## src/inc/timer8_pkg.sv

```systemverilog
// package: register map, field layouts and carrier types of the timer
package timer8_pkg;
   localparam int ADDR_W = 8;
   localparam logic [7:0] ADDR_CTRL = 8'h00;
   localparam logic [7:0] ADDR_COUNT = 8'h04;
   localparam logic [7:0] ADDR_COMPARE = 8'h08;
   localparam logic [7:0] ADDR_FLAGS = 8'h0C;
   localparam int FLAG_WRAP_BIT = 0;
   localparam int FLAG_MATCH_BIT = 1;
   localparam int FORCE_BIT = 7;
   localparam logic [7:0] CNT_MAX = 8'hFF;
   localparam logic [7:0] CNT_BOTTOM = 8'h00;
   localparam logic [7:0] CNT_ONE = 8'h01;
   localparam logic [7:0] COUNT_RESET = 8'h00;
   localparam logic [7:0] COMPARE_RESET = 8'h00;
   localparam logic [2:0] CS_STOP = 3'h0;
   localparam logic [2:0] CS_DIV1 = 3'h1;
   localparam logic [2:0] CS_DIV8 = 3'h2;
   localparam logic [2:0] CS_DIV64 = 3'h3;
   localparam logic [2:0] CS_DIV256 = 3'h4;
   localparam logic [2:0] CS_DIV1024 = 3'h5;
   localparam logic [2:0] CS_EXT_FALL = 3'h6;
   localparam logic [2:0] CS_EXT_RISE = 3'h7;
   localparam int PRE_W = 10;
   localparam logic [9:0] PRE_MASK8 = 10'h007;
   localparam logic [9:0] PRE_MASK64 = 10'h03F;
   localparam logic [9:0] PRE_MASK256 = 10'h0FF;
   localparam logic [9:0] PRE_MASK1024 = 10'h3FF;
   localparam logic [1:0] ACT_NONE = 2'h0;
   localparam logic [1:0] ACT_TOGGLE = 2'h1;
   localparam logic [1:0] ACT_CLEAR = 2'h2;
   localparam logic [1:0] ACT_SET = 2'h3;
   typedef enum logic [1:0] {
      MODE_NORMAL = 2'h0,
      MODE_PC_PWM = 2'h1,
      MODE_CLEAR_MATCH = 2'h2,
      MODE_FAST_PWM = 2'h3
   } wave_mode_t;
   typedef enum logic {
      DIR_UP = 1'b0,
      DIR_DOWN = 1'b1
   } dir_t;
   // control word: bit 7 strobe, 6:5 action, 4:3 mode, 2:0 clock source
   typedef struct packed {
      logic force_cmp;
      logic [1:0] output_action_sel;
      wave_mode_t waveform_mode_sel;
      logic [2:0] clock_source_sel;
   } ctrl_t;
   localparam ctrl_t CTRL_RESET = '{1'b0, ACT_NONE, MODE_NORMAL, CS_STOP};
endpackage

```

## src/tick_gen.sv

```systemverilog
// timer clock enable from the prescaler taps or the external count pin
`timescale 1ns/1ps
`default_nettype none
module tick_gen (
   input wire logic pclk,
   input wire logic presetn,
   input wire logic clk_en,
   input wire logic [2:0] clock_source_sel,
   input wire logic ext_clk_pin,
   output logic tick
);
   logic [timer8_pkg::PRE_W-1:0] pre_reg;
   logic pin_reg;
   logic sel;

   function automatic logic tap(input logic [9:0] c, input logic [9:0] m);
      tap = (c & m) == m;
   endfunction

   // free running prescaler
   always_ff @(posedge pclk or negedge presetn) begin
      if (!presetn) begin
         pre_reg <= '0;
      end else if (clk_en) begin
         pre_reg <= pre_reg + 10'h001;
      end
   end

   // previous pin level for edge detection
   always_ff @(posedge pclk or negedge presetn) begin
      if (!presetn) begin
         pin_reg <= 1'b0;
      end else if (clk_en) begin
         pin_reg <= ext_clk_pin;
      end
   end

   // source select; stop gives no tick at all
   always_comb begin
      case (clock_source_sel)
         timer8_pkg::CS_DIV1: sel = 1'b1;
         timer8_pkg::CS_DIV8: sel = tap(pre_reg, timer8_pkg::PRE_MASK8);
         timer8_pkg::CS_DIV64: sel = tap(pre_reg, timer8_pkg::PRE_MASK64);
         timer8_pkg::CS_DIV256: sel = tap(pre_reg, timer8_pkg::PRE_MASK256);
         timer8_pkg::CS_DIV1024: sel = tap(pre_reg, timer8_pkg::PRE_MASK1024);
         timer8_pkg::CS_EXT_FALL: sel = pin_reg & ~ext_clk_pin;
         timer8_pkg::CS_EXT_RISE: sel = ~pin_reg & ext_clk_pin;
         default: sel = 1'b0;
      endcase
      tick = clk_en & sel;
   end
endmodule
`default_nettype wire

```

## src/compare_buffer.sv

```systemverilog
// compare value with optional double buffer
`timescale 1ns/1ps
`default_nettype none
module compare_buffer (
   input wire logic pclk,
   input wire logic presetn,
   input wire logic clk_en,
   input wire logic buffered,
   input wire logic wr,
   input wire logic [7:0] wdata,
   input wire logic load,
   output logic [7:0] active,
   output logic [7:0] shadow
);
   // software always writes the buffer; direct modes also the active copy
   always_ff @(posedge pclk or negedge presetn) begin
      if (!presetn) begin
         shadow <= timer8_pkg::COMPARE_RESET;
         active <= timer8_pkg::COMPARE_RESET;
      end else if (clk_en) begin
         if (wr) begin
            shadow <= wdata;
         end
         if (wr && !buffered) begin
            active <= wdata;
         end else if (load && buffered) begin
            active <= shadow;
         end
      end
   end
endmodule
`default_nettype wire

```

## src/timer8_apb.sv

```systemverilog
// 8-bit timer with one compare channel and four waveform modes, apb slave
`timescale 1ns/1ps
`default_nettype none
module timer8_apb (
   input wire logic pclk,
   input wire logic presetn,
   input wire logic clk_en,
   input wire logic psel,
   input wire logic penable,
   input wire logic pwrite,
   input wire logic [7:0] paddr,
   input wire logic [31:0] pwdata,
   output logic [31:0] prdata,
   output logic pready,
   output logic pslverr,
   input wire logic ext_clk_pin,
   input wire logic wrap_ack,
   input wire logic match_ack,
   output logic wave_out_bit,
   output logic wave_out_en,
   output logic wrap_flag,
   output logic match_flag
);
   timer8_pkg::ctrl_t ctrl_reg;
   timer8_pkg::dir_t dir_reg;
   timer8_pkg::dir_t dir_next;
   timer8_pkg::wave_mode_t mode;
   logic [7:0] count_reg;
   logic [7:0] count_next;
   logic [7:0] cmp_active;
   logic [7:0] cmp_shadow;
   logic [1:0] act;
   logic block_reg;
   logic up_seen_reg;
   logic up_seen_next;
   logic pend_reg;
   logic pend_next;
   logic out_next;
   logic tick;
   logic access;
   logic commit;
   logic ctrl_wr;
   logic cnt_wr;
   logic cmp_wr;
   logic flag_wr;
   logic force_now;
   logic pwm;
   logic hit;
   logic eff_up;
   logic at_top;
   logic at_bottom;
   logic cmp_load;
   logic wrap_set;
   logic wrap_clr;
   logic match_clr;
   logic [31:0] rd_data;

   function automatic logic apply_act(input logic [1:0] a, input logic o);
      case (a)
         timer8_pkg::ACT_TOGGLE: apply_act = ~o;
         timer8_pkg::ACT_CLEAR: apply_act = 1'b0;
         timer8_pkg::ACT_SET: apply_act = 1'b1;
         default: apply_act = o;
      endcase
   endfunction

   function automatic logic mapped(input logic [7:0] a);
      mapped = (a == timer8_pkg::ADDR_CTRL) ||
               (a == timer8_pkg::ADDR_COUNT) ||
               (a == timer8_pkg::ADDR_COMPARE) ||
               (a == timer8_pkg::ADDR_FLAGS);
   endfunction

   // bus strobes; writes land on the edge where pready is sampled
   assign access = psel & penable;
   assign commit = access & pready & clk_en & pwrite & mapped(paddr);
   assign ctrl_wr = commit & (paddr == timer8_pkg::ADDR_CTRL);
   assign cnt_wr = commit & (paddr == timer8_pkg::ADDR_COUNT);
   assign cmp_wr = commit & (paddr == timer8_pkg::ADDR_COMPARE);
   assign flag_wr = commit & (paddr == timer8_pkg::ADDR_FLAGS);
   assign force_now = ctrl_wr & pwdata[timer8_pkg::FORCE_BIT] & ~pwm;

   // mode decode and compare detection
   assign mode = ctrl_reg.waveform_mode_sel;
   assign act = ctrl_reg.output_action_sel;
   assign pwm = (mode == timer8_pkg::MODE_PC_PWM) ||
                (mode == timer8_pkg::MODE_FAST_PWM);
   assign hit = (count_reg == cmp_active) & ~block_reg;
   assign at_top = count_reg == timer8_pkg::CNT_MAX;
   assign at_bottom = count_reg == timer8_pkg::CNT_BOTTOM;
   assign eff_up = at_bottom | (dir_reg == timer8_pkg::DIR_UP & ~at_top);

   // read mux
   always_comb begin
      case (paddr)
         timer8_pkg::ADDR_CTRL: rd_data = {24'h000000, ctrl_reg};
         timer8_pkg::ADDR_COUNT: rd_data = {24'h000000, count_reg};
         timer8_pkg::ADDR_COMPARE: rd_data = {24'h000000, cmp_shadow};
         timer8_pkg::ADDR_FLAGS: rd_data = {30'h00000000, match_flag,
                                            wrap_flag};
         default: rd_data = 32'h00000000;
      endcase
   end

   // apb answer: one wait cycle, then pready with data or error
   always_ff @(posedge pclk or negedge presetn) begin
      if (!presetn) begin
         pready <= 1'b0;
         pslverr <= 1'b0;
         prdata <= 32'h00000000;
      end else if (clk_en) begin
         pready <= access & ~pready;
         pslverr <= access & ~pready & ~mapped(paddr);
         if (access && !pready) begin
            prdata <= rd_data;
         end
      end
   end

   // control register; the force bit is a strobe and stays zero
   always_ff @(posedge pclk or negedge presetn) begin
      if (!presetn) begin
         ctrl_reg <= timer8_pkg::CTRL_RESET;
         wave_out_en <= 1'b0;
      end else if (ctrl_wr) begin
         ctrl_reg <= {1'b0, pwdata[6:0]};
         wave_out_en <= pwdata[6] | pwdata[5];
      end
   end

   tick_gen u_tick (
      .pclk(pclk),
      .presetn(presetn),
      .clk_en(clk_en),
      .clock_source_sel(ctrl_reg.clock_source_sel),
      .ext_clk_pin(ext_clk_pin),
      .tick(tick)
   );

   // buffer update point per pwm mode
   assign cmp_load = tick & ~cnt_wr & at_top &
      ((mode == timer8_pkg::MODE_FAST_PWM) |
       (mode == timer8_pkg::MODE_PC_PWM & dir_reg == timer8_pkg::DIR_UP));

   compare_buffer u_cmp (
      .pclk(pclk),
      .presetn(presetn),
      .clk_en(clk_en),
      .buffered(pwm),
      .wr(cmp_wr),
      .wdata(pwdata[7:0]),
      .load(cmp_load),
      .active(cmp_active),
      .shadow(cmp_shadow)
   );

   // next count and direction from waveform mode, compare match and count direction
   always_comb begin
      dir_next = timer8_pkg::DIR_UP;
      case (mode)
         timer8_pkg::MODE_CLEAR_MATCH: begin
            count_next = hit ? timer8_pkg::CNT_BOTTOM
                             : count_reg + timer8_pkg::CNT_ONE;
         end
         timer8_pkg::MODE_PC_PWM: begin
            dir_next = at_top ? timer8_pkg::DIR_DOWN
                     : at_bottom ? timer8_pkg::DIR_UP : dir_reg;
            if (eff_up) begin
               count_next = count_reg + timer8_pkg::CNT_ONE;
            end else begin
               count_next = count_reg - timer8_pkg::CNT_ONE;
            end
         end
         default: count_next = count_reg + timer8_pkg::CNT_ONE;
      endcase
   end

   // counter: software write wins over counting
   always_ff @(posedge pclk or negedge presetn) begin
      if (!presetn) begin
         count_reg <= timer8_pkg::COUNT_RESET;
         dir_reg <= timer8_pkg::DIR_UP;
      end else if (cnt_wr) begin
         count_reg <= pwdata[7:0];
      end else if (tick) begin
         count_reg <= count_next;
         dir_reg <= dir_next;
      end
   end

   // match block after a count write, consumed by the next tick
   always_ff @(posedge pclk or negedge presetn) begin
      if (!presetn) begin
         block_reg <= 1'b0;
      end else if (cnt_wr) begin
         block_reg <= 1'b1;
      end else if (tick) begin
         block_reg <= 1'b0;
      end
   end

   // wrap condition by mode
   always_comb begin
      case (mode)
         timer8_pkg::MODE_PC_PWM:
            wrap_set = count_next == timer8_pkg::CNT_BOTTOM;
         timer8_pkg::MODE_FAST_PWM:
            wrap_set = count_next == timer8_pkg::CNT_MAX;
         default:
            wrap_set = at_top & (count_next == timer8_pkg::CNT_BOTTOM);
      endcase
   end
   assign wrap_clr = wrap_ack | (flag_wr & pwdata[timer8_pkg::FLAG_WRAP_BIT]);
   assign match_clr = match_ack |
                      (flag_wr & pwdata[timer8_pkg::FLAG_MATCH_BIT]);

   // sticky flags; a set in the clearing cycle wins
   always_ff @(posedge pclk or negedge presetn) begin
      if (!presetn) begin
         wrap_flag <= 1'b0;
         match_flag <= 1'b0;
      end else if (clk_en) begin
         wrap_flag <= (tick & ~cnt_wr & wrap_set) |
                      (wrap_flag & ~wrap_clr);
         match_flag <= (tick & hit) | (match_flag & ~match_clr);
      end
   end

   // waveform generator
   always_comb begin
      out_next = wave_out_bit;
      up_seen_next = up_seen_reg;
      pend_next = pend_reg;
      if (force_now) begin
         out_next = apply_act(act, wave_out_bit);
      end else if (tick) begin
         case (mode)
            timer8_pkg::MODE_FAST_PWM: begin
               if (act == timer8_pkg::ACT_TOGGLE) begin
                  out_next = hit ? ~wave_out_bit : wave_out_bit;
               end else if (act[1] && at_top) begin
                  out_next = ~act[0];
               end else if (act[1] && hit) begin
                  out_next = act[0];
               end
            end
            timer8_pkg::MODE_PC_PWM: begin
               if (at_bottom && dir_reg == timer8_pkg::DIR_DOWN) begin
                  up_seen_next = 1'b0;
                  pend_next = 1'b0;
                  if (act[1] && pend_reg) begin
                     out_next = act[0];
                  end
               end
               if (act[1] && hit && cmp_active != timer8_pkg::CNT_MAX) begin
                  out_next = eff_up ? act[0] : ~act[0];
                  up_seen_next = up_seen_next | eff_up;
               end
               if (act[1] && at_top && dir_reg == timer8_pkg::DIR_UP) begin
                  pend_next = (cmp_active == timer8_pkg::CNT_MAX) &
                              (cmp_shadow != timer8_pkg::CNT_MAX);
                  if (cmp_active == timer8_pkg::CNT_MAX) begin
                     out_next = ~act[0];
                  end else if (!up_seen_reg) begin
                     out_next = act[0];
                  end
               end
            end
            default: begin
               if (hit) begin
                  out_next = apply_act(act, wave_out_bit);
               end
            end
         endcase
      end
   end

   // output level and symmetry bookkeeping
   always_ff @(posedge pclk or negedge presetn) begin
      if (!presetn) begin
         wave_out_bit <= 1'b0;
         up_seen_reg <= 1'b0;
         pend_reg <= 1'b0;
      end else if (clk_en) begin
         wave_out_bit <= out_next;
         up_seen_reg <= up_seen_next;
         pend_reg <= pend_next;
      end
   end
endmodule
`default_nettype wire

```

## config.mk

```make
export PLATFORM = sky130hd
export DESIGN_NAME = timer8_apb
export DESIGN_NICKNAME = d
export VERILOG_FILES = /design/src/inc/timer8_pkg.sv /design/src/tick_gen.sv /design/src/compare_buffer.sv /design/src/timer8_apb.sv
export SDC_FILE = /design/constraint.sdc
export NUM_CORES = 1
export LEC_CHECK = 0
export BUFFER_PORTS_ARGS = -buffer_cell sky130_fd_sc_hd__buf_2
export CORE_MARGIN = 5
export CORE_UTILIZATION = 59
export DETAILED_ROUTE_END_ITERATION = 12
export MAX_ROUTING_LAYER = met4
export PLACE_DENSITY = 0.9
export SLEW_MARGIN = 20
export SYNTH_ARGS = -nofsm -noshare
export SYNTH_HDL_FRONTEND = slang
export SYNTH_SLANG_ARGS = --single-unit
```

## constraint.sdc

```tcl
create_clock -name pclk -period 5.3 [get_ports pclk]
set_input_delay 0.265 -clock pclk [delete_from_list [all_inputs] [get_ports pclk]]
set_output_delay 0.265 -clock pclk [all_outputs]
set_load 0.05 [all_outputs]
```

Yosys cells after proc, flatten, opt, wreduce, memory -nomap -nowiden:

Cells that the tools add are included.

* register bits: 84
* bits of input ports: 49
* output and inout port bits: 38

* add/subtract/negate cells: 3
* eq/ne operators: 29
* multiplexer cells: 38
* bitwise operators: 52
* reduce and logical (&&, ||, !) cells: 30

Operators with widths (count)
* 2-to-1 mux 8 bit: 6
* equality test 8 bit (second input constant): 4
* one-hot mux 8 bit (4 select lines): 1
* bitwise AND 1 bit: 30
* 2-to-1 mux 1 bit: 26
* zero test 8 bit: 3
* equality test 8 x 4 -> 1 bit (second input constant): 2
* != test 8 bit (second input constant): 2
* one-hot mux 8 bit (2 select lines): 1
* equality test 3 bit (second input constant): 5
* NOT 1 bit: 14
* adder 10 x 1 -> 10 bit (second input constant): 1
* equality test 10 bit (second input constant): 1
* AND reduction 5 bit: 2
* logical AND 1 bit: 9
* adder 8 x 1 -> 8 bit (second input constant): 1
* equality test 2 bit (second input constant): 4
* equality test 8 x 3 -> 1 bit (second input constant): 1
* equality test 8 bit: 1
* bitwise OR 1 bit: 8
* nonzero test 2 bit: 4
* subtractor 8 x 1 -> 8 bit (second input constant): 1
* one-hot mux 1 bit (7 select lines): 1
* equality test 3 x 2 -> 1 bit (second input constant): 2
* 14 further kinds: 22

Depth between registers and ports, before layout:

Gate-level depths: netlist of the first run.

* word-level depth: 13
* gate-level depth with buffers: 12
* gate-level depth less buffers: 10

By module:

Synthesis of the first run repeated with hierarchy kept, for this count alone.

* cells, all modules: 452
* area, all modules: 4276.6 µm²

By module, submodules not included
* timer8_apb: times used 1, cells an instance 359, area each 2965.3 µm², seq. area each 825.8 µm²
* compare_buffer: times used 1, cells an instance 45, area each 748.2 µm², seq. area each 400.4 µm²
* tick_gen: times used 1, cells an instance 48, area each 563.0 µm², seq. area each 275.3 µm²

Least setup slack after synthesis of the first run:

OpenSTA, ideal clock, no wires.

* path kind: reg-to-reg
* start point: register count_reg[1]
* end point: register wave_out_bit
* library setup time: 0.125 ns
* arrival: 2.385 ns
* required time: 5.175 ns
* slack: 2.790 ns
* cell stages (with the launch flop): 11
* period minus slack after synthesis: 2.510 ns
* path through: dfrtp_1 > ha_1 > and3_1 > clkbuf_1 > nand3_1 > or3_1 > o32a_1 > o211ai_1 > o21ai_1 > a211o_1 > mux2_2

* longest elaborated chain between the ends: 12
* elaborated cells between the ends (all ways): 27

Ends and longest elaborated chain
* start: declaration: line timer8_apb.sv:28 `logic [7:0] count_reg;`
* start signal: assignment: line timer8_apb.sv:181 `count_reg <= timer8_pkg::COUNT_RESET;`
* start signal: assignment: line timer8_apb.sv:184 `count_reg <= pwdata[7:0];`
* start signal: assignment: line timer8_apb.sv:186 `count_reg <= count_next;`
* equality test 8 bit: line timer8_apb.sv:89 `assign at_top = count_reg == timer8_pkg::CNT_MAX;`
* NOT 1 bit: line timer8_apb.sv:91 `assign eff_up = at_bottom | (dir_reg == timer8_pkg::DIR_UP & ~at_top);`
* bitwise AND 1 bit: line timer8_apb.sv:91
* bitwise OR 1 bit: line timer8_apb.sv:91
* 2-to-1 mux 1 bit: line timer8_apb.sv:256 `out_next = eff_up ? act[0] : ~act[0];`
* 2-to-1 mux 1 bit: line timer8_apb.sv:255 `if (act[1] && hit && cmp_active != timer8_pkg::CNT_MAX) begin`
* 2-to-1 mux 1 bit: line timer8_apb.sv:264 `end else if (!up_seen_reg) begin`
* 2-to-1 mux 1 bit: line timer8_apb.sv:262 `if (cmp_active == timer8_pkg::CNT_MAX) begin`
* 2-to-1 mux 1 bit: line timer8_apb.sv:259 `if (act[1] && at_top && dir_reg == timer8_pkg::DIR_UP) begin`
* one-hot mux 1 bit (2 select lines): line timer8_apb.sv:237 `case (mode)`
* 2-to-1 mux 1 bit: line timer8_apb.sv:236 `end else if (tick) begin`
* 2-to-1 mux 1 bit: line timer8_apb.sv:234 `if (force_now) begin`
* end signal: assignment: line timer8_apb.sv:285 `wave_out_bit <= out_next;`
* end: declaration: line timer8_apb.sv:19 `output logic wave_out_bit,`

Several ways; a longest one is shown, not always the timed one. The select of a mux whose other input is x is not followed.
A chain may end at the register's enable or synchronous reset.

Worst setup path after layout of the first run:

* start point: register count_reg[0]
* end point: register wrap_flag

* longest elaborated chain between the ends: 11
* elaborated cells between the ends (all ways): 18

Ends and longest elaborated chain
* branches (longest 8 deep; another with subtractor 8 x 1 -> 8 bit)
* one-hot mux 1 bit (2 select lines) *: line timer8_apb.sv:204 `case (mode)`
* bitwise AND 1 bit *: line timer8_apb.sv:223 `wrap_flag <= (tick & ~cnt_wr & wrap_set) |`
* bitwise OR 1 bit *: line timer8_apb.sv:223
* end signal: assignment: line timer8_apb.sv:223
* end: declaration: line timer8_apb.sv:21 `output logic wrap_flag,`

Every way passes the cells marked *.

==> run metrics, run 1 <==
status complete, no violations; die area 8307 µm²; main combinational cell family by area after synthesis simple AND/OR/NAND/NOR gates; Compound-Gate Fraction of Synth Area 15.94%; Final setup viols 0; fraction of final layout cells sized beyond drive strength 1 18.24%; XOR/XNOR Fraction of Synth Area about 4.3%; clk sinks 60; Rows 29; mux contribution to synthesized area 11.85%; clock latency at the later pin of the worst-skew pair roughly 0.34 ns; Resize count post-CTS 0; Routed wire per std cell 16.89 µm; Total GRT Usage between 20% and 30%; area of the multi-input gates approximately 2100 µm²; max layer used met4; Post-DP HPWL approximately 6700 µm; Nets a little over 500; sequential-to-total area share from yosys stat 38.65%; Primary FF master, synth dfrtp_1; vias 3,330; static leakage 0.001912 µW; commonest non-fill, non-tap cell in the layout dfrtp_1; YS warnings 0; type of the most critical hold path in2async; Pwr Density 248.3 nW/µm²; Starting Density 60.83%; unrepaired setup endpoints after global routing no; first-pass GRT wire length 15,130 µm; Simple-Gate Fraction of Synth Area 17.39%; async set-reset flop share out of synthesis 100.0%; ANT cells 0; Worst Tran Pin Value 0.7561 ns; clock slew at reported path FFs 0.06 ns; R2R depth 9; critical path class reg2reg; Detailed Routing Iterations Pass 1 5; gr ovfl total 0; clock tree buffer depth 2; clk root buf clkbuf_8; Residual DRC 0; worst path required time 5.50 ns; Rel. slew slack 49.40%; initial antenna violation count 0; Routed Antenna Nets 0; num ports between 80 and 90; Post-synth EDFFs 0; # Post-CTS Setup Buffers 0; CTS Buf Count 9; Synth Area in Adders under 10%; Worst Setup End Kind flip-flop; Startpoint Class flip-flop; vias in the first global route 3,226; FILL cells 494; I/O Buffers 38; Max VDD drop ~0.00022 V; CP max stage delay 0.59 ns; max reg flops 10; fin crit share approximately three fifths; CTS tree yes; slowest cell on the critical path nor2_1; MaxCap Viol Count 0; final WL 9171 µm; Post-DP Area 3990 µm²; Worst Path Arrival 3.48 ns; Die Y 91.15 µm; Clock Skews 0.01024 ns; largest net degree at the start of global routing 61; met3 routed WL about 760 µm; Mapped Cells 435; maximum operating frequency 305.0 MHz; flip-flop and latch count after synthesis 60; drt first-iter violations 349; GP Congestion 0.9619; met1 wire length ~3700 µm; Synth Cell Area 3885 µm²; final instance area 4156 µm²; hold_buf cts 0; met2 WL about 4500 µm; worst slack, placed roughly 2.1 ns; number of max-slew violations in the final report 0; Fin. Hold Viols 0; area of the core 6386 µm²; Area Growth Syn to Fin 6.989%; crit path time final 3.279 ns; die width 91.15 µm; most frequent cells in the layout dfrtp_1, nor2_1, nand2_1; register area 1501 µm²; Mapped Avg Cell Area around 8.9 µm²; CP Cell Sequence inv_1 > ha_1 > nor4b_2 > a2111o_1 > nor2_1 > nand3_1 > a32oi_1 > nand4_1 > o311ai_0; drt via density 6.133; Synth cell types 56; CTS HTree Levels 3; Setup TNS 0 ns; Max FO, Critical Path 12; final worst slack 2.021 ns
## stage by stage
stage                     hold slack [ns]  util [%]  cells  power (µW)
after floorplan                  -0.03059         -    458       667.4
after global placement             0.4564     62.48    528       692.2
after detailed placement           0.4616     62.48    528       701.3
after CTS                         0.09392     64.95    543        1038
after global routing               0.1512     65.09    543        1082
final                             0.07539     65.09    543        1032
## synthesized netlist by cell type (6+ instances only)
| master | instances | area (µm²) |
|---|---|---|
| a21oi_1 | 33 | 165.2 |
| and3_1 | 6 | 37.54 |
| buf_2 | 10 | 50.05 |
| buf_4 | 24 | 180.2 |
| clkbuf_1 | 13 | 48.80 |
| dfrtp_1 | 60 | 1501 |
| ha_1 | 8 | 100.1 |
| inv_1 | 18 | 67.56 |
| mux2_2 | 20 | 225.2 |
| mux2i_1 | 19 | 190.2 |
| nand2_1 | 40 | 150.1 |
| nand3_1 | 13 | 65.06 |
| nand4_1 | 11 | 68.82 |
| nor2_1 | 41 | 153.9 |
| nor3_1 | 8 | 40.04 |
| o21ai_0 | 29 | 145.1 |
| xnor2_1 | 16 | 140.1 |
## kinds of logic after synthesis
group | Yosys count
xor gates and xnor gates | 19
AOI/OAI and AO/OA | 100
DFF | 60
muxes | 41
adders and majority gates | 8
other | 1
and+or+nand+nor | 140
buffers and inverters | 66
## where the power goes
group	leakage [µW]	internal, µW	total, µW	switching [µW]
Combinational	0.00105	56.9	164	107
Clock	0.0000779	164	336	173
Sequential	0.000781	492	532	39.8
Total	0.00191	713	1030	319
## worst paths after layout
check | from | end | slack, ns
max reg2reg | count_reg[0]$_DFFE_PN0P_ | wrap_flag$_DFFE_PN0P_ | 2.02
min reg2reg | prdata[0]$_DFFE_PN0P_ | prdata[0]$_DFFE_PN0P_ | 0.48
max in group asynchronous | presetn | count_reg[4]$_DFFE_PN0P_ | 4.72
min in group pclk | ext_clk_pin | u_tick.pin_reg$_DFFE_PN0P_ | 0.19
min | presetn | wave_out_bit$_DFFE_PN0P_ | 0.08
max | count_reg[0]$_DFFE_PN0P_ | wrap_flag$_DFFE_PN0P_ | 2.02
## critical path, delay by kind of cell (launching register included)
kind,cells,cell delay (ns)
adder cells (fa/ha/maj),1,0.22
AO/OA/AOI/OAI,3,1.19
AND/OR/NAND/NOR,4,1.06
flip-flops,1,0.55
buffers and inverters,1,0.12
## metal layers
layer	vias up	global-route usage (%)
li1	1552	-
met1	1573	28.03
met2	173	36.42
met3	32	5.041
met4	0	8.557
met5	-	-
## cell type report
class                           count  area share, %
Clock inverter                      5         0.7225
Timing Repair Buffer               41          5.117
Sequential cell                    60          36.12
Clock buffer                       10          3.070
Multi-Input combinational cell    332          51.02
Inverter                           18          1.626
Tap cell                           77          2.318
Power figures use the tool's default switching activity.
==> run 2: changes to the inputs <==
--- a/config.mk
+++ b/config.mk
@@ -5,12 +5,13 @@
 export SDC_FILE = /design/constraint.sdc
 export NUM_CORES = 1
 export LEC_CHECK = 0
+export ABC_AREA = 1
 export BUFFER_PORTS_ARGS = -buffer_cell sky130_fd_sc_hd__buf_2
 export CORE_MARGIN = 5
-export CORE_UTILIZATION = 59
+export CORE_UTILIZATION = 50
 export DETAILED_ROUTE_END_ITERATION = 12
 export MAX_ROUTING_LAYER = met4
-export PLACE_DENSITY = 0.9
+export PLACE_DENSITY = 0.81
 export SLEW_MARGIN = 20
 export SYNTH_ARGS = -nofsm -noshare
 export SYNTH_HDL_FRONTEND = slang
==> constraint.sdc (replaced) <==
create_clock -name pclk -period 2.9 [get_ports pclk]
set_input_delay 0.145 -clock pclk [delete_from_list [all_inputs] [get_ports pclk]]
set_output_delay 0.145 -clock pclk [all_outputs]
set_load 0.05 [all_outputs]
==> run 2 against run 1 <==
Effect of this change: register-to-register slack got worse by 1.3 ns; cell count grew 28%; routed wire length is 12% higher; non-clock buffer count is 1 lower; combinational power increased by 43%; first-iteration DRC count up 1.7%; largest power group unchanged; highest routed layer unchanged.
==> run metrics, run 2 <==
R2R setup slack 0.67 ns (was 2.02 ns); MaxCap Viol Count 0 (unchanged); sequential-to-total area share from yosys stat 37.70% (was 38.65%); Primary FF master, synth dfrtp_1 (unchanged); crit path time final 2.226 ns (was 3.279 ns); number of max-slew violations in the final report 0 (unchanged); CTS Buf Count 9 (unchanged); clock latency at the later pin of the worst-skew pair 0.35 ns (was 0.34 ns); Die Y 99.25 µm (was 91.15 µm); Startpoint Class flip-flop (unchanged); Post-DP HPWL 7990 µm (was 6683 µm); CTS HTree Levels 3 (unchanged); clock slew at reported path FFs 0.08 ns (was 0.06 ns); status complete, no violations (unchanged); critical path class reg2reg (unchanged); Worst Path Arrival 2.48 ns (was 3.48 ns); Setup TNS 0 ns (unchanged); top-count cell post-synth nand2_1 (was dfrtp_1); R2R depth 6 (was 9); die width 99.25 µm (was 91.15 µm); # Post-CTS Setup Buffers 0 (unchanged); Detailed Routing Iterations Pass 1 5 (unchanged); unrepaired setup endpoints after global routing no (unchanged); Max VDD drop 0.0003219 V (was 0.0002199 V); vias 3,618 (was 3,330); CTS tree yes (unchanged); vias in the first global route 3,486 (was 3,226); most frequent cells in the layout nand2_1, dfrtp_1, inv_1 (was dfrtp_1, nor2_1, nand2_1); commonest non-fill, non-tap cell in the layout nand2_1 (was dfrtp_1); final worst slack 0.6740 ns (was 2.021 ns); type of the most critical hold path in2reg (was in2async); Mapped Avg Cell Area 7.294 µm² (was 8.931 µm²); Pwr Density 441.1 nW/µm² (was 248.3 nW/µm²); Worst Setup End Kind flip-flop (unchanged); Mapped Cells 546 (was 435); RR Endpoint u_cmp.active[4]$_DFFE_PN0P_ (was wrap_flag$_DFFE_PN0P_); worst slack, placed 0.5368 ns (was 2.110 ns); fin crit share 76.76% (was 61.87%); Routed wire per std cell 14.82 µm (was 16.89 µm); clk sinks 60 (unchanged); Total GRT Usage 22.38% (was 22.69%); Routed Antenna Nets 0 (unchanged); gr ovfl total 0 (unchanged); I/O Buffers 38 (unchanged); static leakage 0.002288 µW (was 0.001912 µW); ANT cells 0 (unchanged); Synth Cell Area 3983 µm² (was 3885 µm²); total power 1925 µW (was 1032 µW); largest net degree at the start of global routing 46 (was 61); maximum operating frequency 449.2 MHz (was 305.0 MHz); hold_buf cts 0 (unchanged); final WL 10,270 µm (was 9171 µm); Yosys top cell area share 37.70% (was 38.65%); num ports 87 (unchanged); first-pass GRT wire length 17,110 µm (was 15,130 µm); flip-flop and latch count after synthesis 60 (unchanged); CP Capture Point u_cmp.active[4]$_DFFE_PN0P_ (was wrap_flag$_DFFE_PN0P_); async set-reset flop share out of synthesis 100.0% (unchanged); max reg flops 10 (unchanged); worst path required time 3.16 ns (was 5.50 ns); initial antenna violation count 0 (unchanged); drt first-iter violations 355 (was 349); Residual DRC 0 (unchanged); R2R Path Start mode[0]$_DFFE_PN0N_ (was count_reg[0]$_DFFE_PN0P_); area of the core 7727 µm² (was 6386 µm²); clock tree buffer depth 2 (unchanged); Clock Skews 0.008593 ns (was 0.01024 ns); Rows 32 (was 29); Resize count post-CTS 0 (unchanged); Max FO, Critical Path 16 (was 12); Area Growth Syn to Fin 9.614% (was 6.989%); Worst Tran Pin Value 0.6005 ns (was 0.7561 ns); fraction of final layout cells sized beyond drive strength 1 16.41% (was 18.24%); Critical Path Source mode[0]$_DFFE_PN0N_ (was count_reg[0]$_DFFE_PN0P_); Rel. slew slack 59.96% (was 49.40%); clk root buf clkbuf_8 (unchanged); YS warnings 0 (unchanged); Fin. Hold Viols 0 (unchanged); top cells by area, synth dfrtp_1, nand2_1, inv_1, o21ai_0, buf_4 (was dfrtp_1, mux2_2, mux2i_1, buf_4, a21oi_1); die area 9850 µm² (was 8307 µm²); Final setup viols 0 (unchanged); Nets 643 (was 519); Commonest cells post-synth nand2_1, dfrtp_1, inv_1 (was dfrtp_1, nor2_1, nand2_1); GP Congestion 0.9281 (was 0.9619); Synth cell types 38 (was 56); drt via density 5.221 (was 6.133); Starting Density 51.54% (was 60.83%); post-synth top area cell dfrtp_1 (unchanged); Post-synth EDFFs 0 (unchanged)
-- run 2: changes by cell type after synthesis, moves of 7 or more --
cell,delta
o22ai_1,+7
xnor2_1,-16
nand2_1,+108
o21ai_0,+11
mux2_2,-20
inv_2,+16
a21oi_1,-12
nand3_1,+14
clkbuf_1,-10
xor2_1,+15
mux2i_1,-18
inv_1,+41
-- run 2: layout make-up --
cell class | count | area, µm²
clock buffers | 10 | 127.6
clock inverters | 6 | 63.81
fillers | 716 | 3362
multi-input cells | 400 | 2053
well taps | 102 | 127.6
flip-flops and latches | 60 | 1501
repair buffers | 40 | 210.2
inverters | 75 | 281.5
-- run 2: power by group --
group | leakage (µW) | switching (µW) | internal [µW] | total, µW
logic | 0.00142 | 175 | 60.6 | 235
registers | 0.000770 | 48.1 | 887 | 935
clock network | 0.0000927 | 359 | 397 | 755
total | 0.00229 | 581 | 1340 | 1930
-- run 2: worst min-delay path by stage --
stage	from	to	slack (ns)	cells past startpoint
2_1_floorplan	presetn	act[0]$_DFFE_PN0N_	-0.15	0
3_3_place_gp	presetn	count_reg[6]$_DFFE_PN0P_	0.37	1
3_5_place_dp	presetn	count_reg[6]$_DFFE_PN0P_	0.39	1
4_1_cts	presetn	count_reg[6]$_DFFE_PN0P_	0.02	1
5_1_grt	pwdata[1]	u_cmp.shadow[1]$_DFFE_PN0P_	0.06	3
6_report	ext_clk_pin	u_tick.pin_reg$_DFFE_PN0P_	0.05	3
-- run 2: worst max-delay path: stages, from the launching register on --
cell and delay, ns:
dfrtp_1 0.45, ha_1 0.37, nor2_1 0.36, nand2_1 0.35, nand2_2 0.35, nor2_1 0.08, a21oi_1 0.16
-- run 2: per-stage QoR --
step                cell area [µm²]  utilization (%)  hold slack [ns]  cells
finish                         4365            56.49          0.04529    693
global route                   4365            56.49          0.05841    693
CTS                            4353            56.33          0.02478    692
detailed placement             4161            53.85           0.3945    676
global placement               4161            53.85           0.3709    676
floorplan                      4069                -          -0.1506    569
-- run 2: layer usage --
metal / track usage [%] / part of all wire, % / up-vias
met3: 5.540 / 8.3 / 19
li1: - / - / 1781
met2: 36.11 / 48 / 161
met5: - / 0 / -
met1: 28.41 / 42 / 1657
met4: 5.462 / 1.4 / 0
-- run 2: cells by family after synthesis --
kind of cell	Yosys count	synth area share, %
AOI/OAI and AO/OA	93	13.51
xor gates and xnor gates	18	3.958
adders and majority gates	8	2.513
buffers and inverters	109	12.91
DFF	60	37.70
muxes	1	0.2513
other	1	0.09416
and+or+nand+nor	256	29.06
